===== config.mk =====
export PLATFORM = sky130hd
export DESIGN_NAME = dtid_top
export DESIGN_NICKNAME = d
export VERILOG_FILES = /design/src/dtid_pkg.sv /design/src/dtid_cond_eval.sv /design/src/dtid_top.sv
export VERILOG_INCLUDE_DIRS = /design/src
export SDC_FILE = /design/constraint.sdc
export NUM_CORES = 1
export LEC_CHECK = 0
export BUFFER_PORTS_ARGS = -buffer_cell sky130_fd_sc_hd__buf_2
export CAP_MARGIN = 0
export CORE_AREA = 2 2 239 241
export CTS_BUF_LIST = sky130_fd_sc_hd__clkbuf_8
export DETAILED_ROUTE_END_ITERATION = 12
export DIE_AREA = 0 0 241 243
export PLACE_DENSITY = 0.58
export SLEW_MARGIN = 40
export SYNTH_ARGS = -nofsm -noshare
export SYNTH_HDL_FRONTEND = slang
export SYNTH_SLANG_ARGS = --single-unit

===== constraint.sdc =====
create_clock -name CLK_SYS_I -period 7.51 [get_ports CLK_SYS_I]
set_input_delay 1.1265 -clock CLK_SYS_I [delete_from_list [all_inputs] [get_ports CLK_SYS_I]]
set_output_delay 1.1265 -clock CLK_SYS_I [all_outputs]
set_load 0.01 [all_outputs]

===== src/dtid_defs.svh =====
// Constants for the data transfer decode and execute block.
// Assumes inclusion by bare name from the package and the design files.
`ifndef DTID_DEFS_SVH
`define DTID_DEFS_SVH

`define DTID_OP_W         6
`define DTID_OP_MOVE      6'h00
`define DTID_OP_ARITH     6'h01
`define DTID_OP_LOGIC     6'h0f
`define DTID_OP_SHIFT     6'h13
`define DTID_OP_BIT       6'h1b
`define DTID_OP_BRANCH    6'h29
`define DTID_OP_BCC       6'h29
`define DTID_OP_SYSTEM    6'h2e
`define DTID_OP_BLOCK     6'h36
`define DTID_OP_COUNT     6'h37

`define DTID_NUM_REGS     8
`define DTID_STEP_BYTE    16'h0001
`define DTID_STEP_WORD    16'h0002
`define DTID_SHORT_HI     8'hff
`define DTID_REG_RST      16'h0000
`define DTID_CCR_RST      4'h0
`define DTID_BYTE_PAD     8'h00

`endif


===== src/dtid_pkg.sv =====
// Types shared by the data transfer decode block and its condition evaluator.
// Assumes dtid_defs.svh is on the include path.
package dtid_pkg;
  `include "dtid_defs.svh"

  typedef enum logic [2:0] {
    DTID_M_REG     = 3'h0,
    DTID_M_IND     = 3'h1,
    DTID_M_DISP    = 3'h2,
    DTID_M_POSTINC = 3'h3,
    DTID_M_PREDEC  = 3'h4,
    DTID_M_ABS8    = 3'h5,
    DTID_M_ABS16   = 3'h6,
    DTID_M_IMM     = 3'h7
  } dtid_mode_t;

  typedef enum logic [2:0] {
    DTID_G_TRANSFER = 3'h0,
    DTID_G_ARITH    = 3'h1,
    DTID_G_LOGIC    = 3'h2,
    DTID_G_SHIFT    = 3'h3,
    DTID_G_BIT      = 3'h4,
    DTID_G_BRANCH   = 3'h5,
    DTID_G_SYSTEM   = 3'h6,
    DTID_G_BLOCK    = 3'h7
  } dtid_group_t;

  typedef enum logic [1:0] {
    DTID_S_IDLE = 2'h0,
    DTID_S_MEM  = 2'h1
  } dtid_state_t;

  typedef struct packed {
    logic n;
    logic z;
    logic v;
    logic c;
  } dtid_ccr_t;

  typedef struct packed {
    logic [`DTID_OP_W-1:0] op;
    logic [3:0]            cc;
    logic                  word;
    logic                  store;
    dtid_mode_t            mode;
    logic [2:0]            rn;
    logic [2:0]            rm;
    logic [15:0]           ext;
  } dtid_insn_t;
endpackage : dtid_pkg


===== src/dtid_cond_eval.sv =====
// Condition test for the conditional branch.
// Assumes flags and condition code come from logic on the same clock.
module dtid_cond_eval (
  input  wire dtid_pkg::dtid_ccr_t ccr_i,
  input  wire logic [3:0]          cc_i,
  output logic                     taken_o
);
  import dtid_pkg::*;

  always_comb begin
    case (cc_i)
      4'h0:    taken_o = 1'b1;
      4'h1:    taken_o = 1'b0;
      4'h2:    taken_o = !(ccr_i.c || ccr_i.z);
      4'h3:    taken_o = ccr_i.c || ccr_i.z;
      4'h4:    taken_o = !ccr_i.c;
      4'h5:    taken_o = ccr_i.c;
      4'h6:    taken_o = !ccr_i.z;
      4'h7:    taken_o = ccr_i.z;
      4'h8:    taken_o = !ccr_i.v;
      4'h9:    taken_o = ccr_i.v;
      4'ha:    taken_o = !ccr_i.n;
      4'hb:    taken_o = ccr_i.n;
      4'hc:    taken_o = ccr_i.n == ccr_i.v;
      4'hd:    taken_o = ccr_i.n != ccr_i.v;
      4'he:    taken_o = !ccr_i.z && (ccr_i.n == ccr_i.v);
      default: taken_o = ccr_i.z || (ccr_i.n != ccr_i.v);
    endcase
  end
endmodule : dtid_cond_eval


===== src/dtid_top.sv =====
// Decode and execute of the data transfer group, plus branch test and group tag.
// Assumes a predecoded instruction from fetch and a same-clock data memory with ack.
// Operation
// - 55 instructions in eight functional groups
// - Push: predecrement stack, store word register
// - Pop: load word at stack, postincrement
// - Push and pop share word move encodings
// - Move register, memory, immediate; byte or word
// - Word moves accept the seven listed modes
// - Short absolute mode for byte moves only
// - Branch condition field selects flag test
// - Flags negative, zero, overflow, carry kept
// - Odd word address forced to even
// - Short absolute upper byte all ones
// - Postincrement adds one or two after access
// - Predecrement subtracts one or two, kept
`include "dtid_defs.svh"
module dtid_top #(
  parameter int unsigned SP_INDEX = 7
) (
  input  wire logic                 CLK_SYS_I,
  input  wire logic                 NRST_I,
  input  wire logic                 INSN_VALID_I,
  input  wire dtid_pkg::dtid_insn_t INSN_I,
  output logic                      INSN_READY_O,
  output logic                      MEM_REQ_O,
  output logic                      MEM_WE_O,
  output logic                      MEM_BYTE_O,
  output logic [15:0]               MEM_ADDR_O,
  output logic [15:0]               MEM_WDATA_O,
  input  wire logic                 MEM_ACK_I,
  input  wire logic [15:0]          MEM_RDATA_I,
  output logic                      DONE_O,
  output logic                      ILLEGAL_O,
  output logic                      BRANCH_TAKEN_O,
  output dtid_pkg::dtid_group_t     GROUP_O,
  output dtid_pkg::dtid_ccr_t       CCR_O,
  output logic [15:0]               SP_O
);
  import dtid_pkg::*;

  if (SP_INDEX >= `DTID_NUM_REGS) begin : g_bad_sp
    $error("SP_INDEX must select one of the general registers");
  end

  dtid_state_t state_r;
  dtid_insn_t  cur_r;
  dtid_ccr_t   ccr_r;
  logic [15:0] regs_r [`DTID_NUM_REGS];
  logic [15:0] ptr_r;
  logic        accept;
  logic        is_move;
  logic        legal;
  logic        mem_mode;
  logic        cond_true;
  logic [15:0] step;
  logic [15:0] base;
  logic [15:0] ea;
  logic [15:0] ea_bus;
  logic [15:0] load_val;

  function automatic dtid_group_t group_of(input logic [`DTID_OP_W-1:0] op);
    if (op >= `DTID_OP_BLOCK) begin
      return DTID_G_BLOCK;
    end else if (op >= `DTID_OP_SYSTEM) begin
      return DTID_G_SYSTEM;
    end else if (op >= `DTID_OP_BRANCH) begin
      return DTID_G_BRANCH;
    end else if (op >= `DTID_OP_BIT) begin
      return DTID_G_BIT;
    end else if (op >= `DTID_OP_SHIFT) begin
      return DTID_G_SHIFT;
    end else if (op >= `DTID_OP_LOGIC) begin
      return DTID_G_LOGIC;
    end else if (op >= `DTID_OP_ARITH) begin
      return DTID_G_ARITH;
    end
    return DTID_G_TRANSFER;
  endfunction : group_of

  // Flags follow the moved value; carry is left alone by a move
  function automatic dtid_ccr_t move_flags(input logic [15:0] v, input logic w,
                                           input dtid_ccr_t old);
    dtid_ccr_t f;
    f   = old;
    f.n = w ? v[15] : v[7];
    f.z = w ? (v == `DTID_REG_RST) : (v[7:0] == `DTID_BYTE_PAD);
    f.v = 1'b0;
    return f;
  endfunction : move_flags

  assign accept  = INSN_VALID_I && INSN_READY_O;
  // Stack push and pop arrive as plain word moves on the stack register
  assign is_move = INSN_I.op == `DTID_OP_MOVE;
  assign legal   = (INSN_I.op < `DTID_OP_COUNT)
                && !(is_move && INSN_I.word && INSN_I.mode == DTID_M_ABS8)
                && !(is_move && INSN_I.store && INSN_I.mode == DTID_M_IMM);
  assign mem_mode = !(INSN_I.mode inside {DTID_M_REG, DTID_M_IMM});
  assign step     = INSN_I.word ? `DTID_STEP_WORD : `DTID_STEP_BYTE;
  assign base     = regs_r[INSN_I.rm];

  always_comb begin
    case (INSN_I.mode)
      DTID_M_DISP:   ea = base + INSN_I.ext;
      DTID_M_PREDEC: ea = base - step;
      DTID_M_ABS8:   ea = {`DTID_SHORT_HI, INSN_I.ext[7:0]};
      DTID_M_ABS16:  ea = INSN_I.ext;
      default:       ea = base;
    endcase
  end

  assign ea_bus   = INSN_I.word ? {ea[15:1], 1'b0} : ea;
  assign load_val = cur_r.word ? MEM_RDATA_I : {regs_r[cur_r.rn][15:8], MEM_RDATA_I[7:0]};

  dtid_cond_eval u_cond (
    .ccr_i   (ccr_r),
    .cc_i    (INSN_I.cc),
    .taken_o (cond_true)
  );

  always_ff @(posedge CLK_SYS_I or negedge NRST_I) begin
    if (!NRST_I) begin
      state_r      <= DTID_S_IDLE;
      INSN_READY_O <= 1'b1;
      cur_r        <= '0;
      ptr_r        <= `DTID_REG_RST;
    end else if (state_r == DTID_S_IDLE) begin
      if (accept && legal && is_move && mem_mode) begin
        state_r      <= DTID_S_MEM;
        INSN_READY_O <= 1'b0;
        cur_r        <= INSN_I;
        ptr_r        <= base;
      end
    end else if (MEM_ACK_I) begin
      state_r      <= DTID_S_IDLE;
      INSN_READY_O <= 1'b1;
    end
  end

  // Request stays up until the memory acknowledges it
  always_ff @(posedge CLK_SYS_I or negedge NRST_I) begin
    if (!NRST_I) begin
      MEM_REQ_O   <= 1'b0;
      MEM_WE_O    <= 1'b0;
      MEM_BYTE_O  <= 1'b0;
      MEM_ADDR_O  <= `DTID_REG_RST;
      MEM_WDATA_O <= `DTID_REG_RST;
    end else if (accept && legal && is_move && mem_mode) begin
      MEM_REQ_O   <= 1'b1;
      MEM_WE_O    <= INSN_I.store;
      MEM_BYTE_O  <= !INSN_I.word;
      MEM_ADDR_O  <= ea_bus;
      MEM_WDATA_O <= INSN_I.word ? regs_r[INSN_I.rn]
                                 : {`DTID_BYTE_PAD, regs_r[INSN_I.rn][7:0]};
    end else if (state_r == DTID_S_MEM && MEM_ACK_I) begin
      MEM_REQ_O <= 1'b0;
      MEM_WE_O  <= 1'b0;
    end
  end

  // Pointer update is written last so a load into the pointer itself loses
  always_ff @(posedge CLK_SYS_I or negedge NRST_I) begin
    if (!NRST_I) begin
      for (int i = 0; i < `DTID_NUM_REGS; i++) begin
        regs_r[i] <= `DTID_REG_RST;
      end
    end else if (state_r == DTID_S_IDLE) begin
      if (accept && legal && is_move) begin
        case (INSN_I.mode)
          DTID_M_REG:    regs_r[INSN_I.rn] <= INSN_I.word ? base
                                           : {regs_r[INSN_I.rn][15:8], base[7:0]};
          DTID_M_IMM:    regs_r[INSN_I.rn] <= INSN_I.word ? INSN_I.ext
                                           : {regs_r[INSN_I.rn][15:8], INSN_I.ext[7:0]};
          DTID_M_PREDEC: regs_r[INSN_I.rm] <= ea;
          default:       ;
        endcase
      end
    end else if (MEM_ACK_I) begin
      if (!cur_r.store) begin
        regs_r[cur_r.rn] <= load_val;
      end
      if (cur_r.mode == DTID_M_POSTINC) begin
        regs_r[cur_r.rm] <= ptr_r + (cur_r.word ? `DTID_STEP_WORD : `DTID_STEP_BYTE);
      end
    end
  end

  always_ff @(posedge CLK_SYS_I or negedge NRST_I) begin
    if (!NRST_I) begin
      ccr_r <= dtid_ccr_t'(`DTID_CCR_RST);
    end else if (state_r == DTID_S_IDLE && accept && legal && is_move) begin
      if (INSN_I.mode == DTID_M_REG) begin
        ccr_r <= move_flags(base, INSN_I.word, ccr_r);
      end else if (INSN_I.mode == DTID_M_IMM) begin
        ccr_r <= move_flags(INSN_I.ext, INSN_I.word, ccr_r);
      end else if (INSN_I.store) begin
        ccr_r <= move_flags(regs_r[INSN_I.rn], INSN_I.word, ccr_r);
      end
    end else if (state_r == DTID_S_MEM && MEM_ACK_I && !cur_r.store) begin
      ccr_r <= move_flags(MEM_RDATA_I, cur_r.word, ccr_r);
    end
  end

  always_ff @(posedge CLK_SYS_I or negedge NRST_I) begin
    if (!NRST_I) begin
      DONE_O         <= 1'b0;
      ILLEGAL_O      <= 1'b0;
      BRANCH_TAKEN_O <= 1'b0;
      GROUP_O        <= DTID_G_TRANSFER;
    end else begin
      DONE_O         <= (accept && !(legal && is_move && mem_mode))
                     || (state_r == DTID_S_MEM && MEM_ACK_I);
      ILLEGAL_O      <= accept && !legal;
      BRANCH_TAKEN_O <= accept && legal && INSN_I.op == `DTID_OP_BCC && cond_true;
      if (accept) begin
        GROUP_O <= group_of(INSN_I.op);
      end
    end
  end

  assign CCR_O = ccr_r;
  assign SP_O  = regs_r[SP_INDEX];

  logic acc_mv;
  assign acc_mv = accept && legal && is_move;
endmodule : dtid_top


==> results.toml <==
[logic_synthesis]
post_synth.cell_area_avg_sq_um = 7.36
post_synth_instance_area_sq_um = 19400
yosys_top_cell_area_share_pct = 25.7
yosys_warnings = 0
yosys.area.top_type = "dfrtp_1"
synth_cell_type_count = 90
synth_top_cells_by_area = "dfrtp_1, nand2_1, a21oi_1, a221oi_1, o21ai_0"
commonest_register_cell_after_synthesis = "dfrtp_1"
yosys_register_bits = 200
seq_area_frac_synth_pct = 25.9
post_synth_inst_count = 2629
ys_async_sr_fraction_pct = 100
edff_count_synth = 0

[clocking]
cts.sink_count = 200
post_cts_buffers = 0
clk_path_buf_depth = 2
cts.htree.levels = 4
worst_setup_hold_path_clk_slew_ps = 140
clockRootBuffer = "clkbuf_8"
cts-hold-fix-buffers = 0
worst_skew_pair_latency_ps = 630
inserted_clock_buffers = 17
tritoncts = "done"
cts_resized = 0

[setup_path]
flop_to_flop_setup_slack_ps = 2700
path_delay_family = "compound AO/OA/AOI/OAI gates"
critical_path.endpoint_type = "flip-flop"
crit_chain = "buf_2, buf_4, mux2i_1, o21ai_0, a222oi_1, nand2_1, ha_1, nor2_1, a2111o_1, and4b_4, o31a_1, nor4b_2, a211oi_1, a21o_1, o21ai_1"
start_kind = "input port"
critPathSlowestCell = "a222oi_1"
worst-setup-path-type = "input port to flip-flop"
crit_required_ps = 7990
worstPathBufferInverterCount = 2
critical-path-max-stage-delay_ps = 630
path_max_fanout = 25
worst_ep_arrival_time_ps = 6290

[outcome]
status = "complete, no violations"

[placed_design]
dpl.hpwl_um = 92300
portBuffers = 116
place.gp.congestion = 1.03

[sta]
fin_crit_sh_pct = 77.3
fin_skew_ps = 30.4
final-max-slew-violation-count = 0
slew_of_the_pin_with_the_lowest_slew_margin_ps = 1030
max_freq_ghz = 0.172
fin_hold_ws_ps = 481
max-slew-margin-rel_pct = 31.2
final.min_clock_period_ps = 5810
grt_setup_unrepaired = "false"
final_setup_fails = 0
hold_viol = 0
setup_total_negative_slack_ps = 0

[run]
max_cap_violations = 0

[global_routing]
grt_max_degree = 118
grt_usage_pct = 44.7
grt_pass1_vias = 22992
grt_pass1_wl_um = 182000
antenna_found_initial = 8
grt_remaining_overflow = 0

[power]
power.density_nw_per_um2 = 224
worst_ir_drop_vdd_mv = 0.139
power_mw = 4.86
leakage_nw = 8.75

[detailed_routing]
drc = 0
dr.first_iter.drc_count = 4104
vias_per_cell = 7.23
route.detailed.wl_per_inst_um = 38.8
drt_first_pass_iters = 7
route.antenna.remaining_nets = 0
routed-via-count = 24810
wl_um = 133000

[floorplanning]
fp.coreArea_sq_um = 56000
rows = 87
vert_die_dim_um = 243
ioPinCount = 119
floorplan.initialDensity_pct = 34.6
die_area_sq_um = 58600
die_w_um = 241

[layout]
layout_area_overhead_pct = 12.3
drive_gt1_share_pct = 16.8
postLayoutCoreUtil_pct = 38.8
layout.nets = 2738

[min_path]
hold_class = "flip-flop to flip-flop"
-- worst paths after layout --
check                                      to     startpoint  cells after the start
max in group asynchronous          regs_r[18]         NRST_I                      3
min in group asynchronous           cur_r[22]         NRST_I                      1
worst min-delay path            MEM_ADDR_O[7]  MEM_ADDR_O[7]                      2
worst min register to register  MEM_ADDR_O[7]  MEM_ADDR_O[7]                      2
worst max-delay path                  SP_O[8]     INSN_I[17]                     15
worst max register to register        SP_O[8]        SP_O[3]                     13
-- cells in the final DEF, fill, tap and decap left out, drive strengths merged, types with 49 or more instances in the layout --
cell and n:
a21oi 325, a221oi 104, a31oi 56, buf 239
dfrtp 199, inv 49, mux2 49, mux2i 60
nand2 455, nand3 124, nor2 161, o21ai 223
o22ai 52
-- through the flow --
step / worst slack (ps) / area (sq um) / instances
after CTS: 1990 / 21600 / 3425
after global routing: 1660 / 21700 / 3427
after floorplan: 2400 / 19400 / 2630
after detailed placement: 1330 / 21200 / 3393
after global placement: 1420 / 20900 / 3389
final: 1700 / 21700 / 3433
-- power breakdown --
part	internal (mW)	switching, mW	total (mW)
Combinational	0.792	1.44	2.23
Clock	0.256	0.556	0.812
Sequential	1.31	0.510	1.82
-- layer usage --
metal | part of all wire, % | track usage [%]
met1 | 37 | 55.9
met2 | 40 | 62.4
met3 | 13 | 16.0
met4 | 8.9 | 33.1
met5 | 0.16 | 2.10
-- area by class of cell --
| type | count | area [sq um] |
|---|---|---|
| multi-input combinational | 2158 | 13600 |
| clock inverter | 15 | 173 |
| inverter | 42 | 158 |
| tap | 756 | 946 |
| fill | 5979 | 34200 |
| antenna | 6 | 15.0 |
| timing repair buffer | 239 | 1550 |
| clock buffer | 17 | 234 |
| sequential | 200 | 5010 |
-- sequential cells by signal, indices dropped and copies added (netlist names), 2 cells and up --
name	cells
CCR_O	2
GROUP_O	3
MEM_ADDR_O	16
MEM_WDATA_O	16
SP_O	16
cur_r	11
ptr_r	16
regs_r	112
-- synth_stat cells (9+ instances only) --
master,number
a211oi_1,29
a21o_1,15
a21oi_1,325
a221o_1,12
a221oi_1,104
a22o_1,13
a22oi_1,29
a31oi_1,55
a41oi_1,9
and2_1,18
and3_1,18
buf_1,19
buf_2,24
buf_4,18
clkbuf_1,169
dfrtp_1,199
ha_1,21
inv_1,39
mux2_2,45
mux2i_1,60
mux4_2,32
nand2_1,455
nand2b_1,14
nand3_1,124
nor2_1,161
nor2b_1,22
nor3_1,41
nor3b_1,9
nor4_1,15
o2111ai_1,15
o211ai_1,45
o21ai_0,178
o21ai_1,45
o221ai_1,13
o22a_1,15
o22ai_1,52
or3_1,12
xnor2_1,16
xor2_1,14
-- worst reg2reg max path: stages (launching register included) --
cell	delay (ps)
dfrtp_1	530
nand3_1	130
o21ai_0	100
a222oi_1	630
nand2_1	400
ha_1	480
nor2_1	80
a2111o_1	490
and4b_4	390
o31a_1	320
nor4b_2	90
a211oi_1	280
a21o_1	560
o21ai_1	180
-- kinds of logic (layout without fill, tap and decap cells) --
| kind of cell | after synthesis | after routing | share of synthesized area (%) |
|---|---|---|---|
| mux | 141 | 141 | 9.70 |
| buf+inv | 272 | 313 | 5.78 |
| other cells | 1 | 8 | 0.0194 |
| simple gates | 934 | 934 | 21.7 |
| xor+xnor | 31 | 31 | 1.44 |
| compound gates | 1027 | 1027 | 33.9 |
| flops | 200 | 200 | 25.9 |
| fa+ha+maj | 23 | 23 | 1.56 |
(Power assumes the default switching activity.)
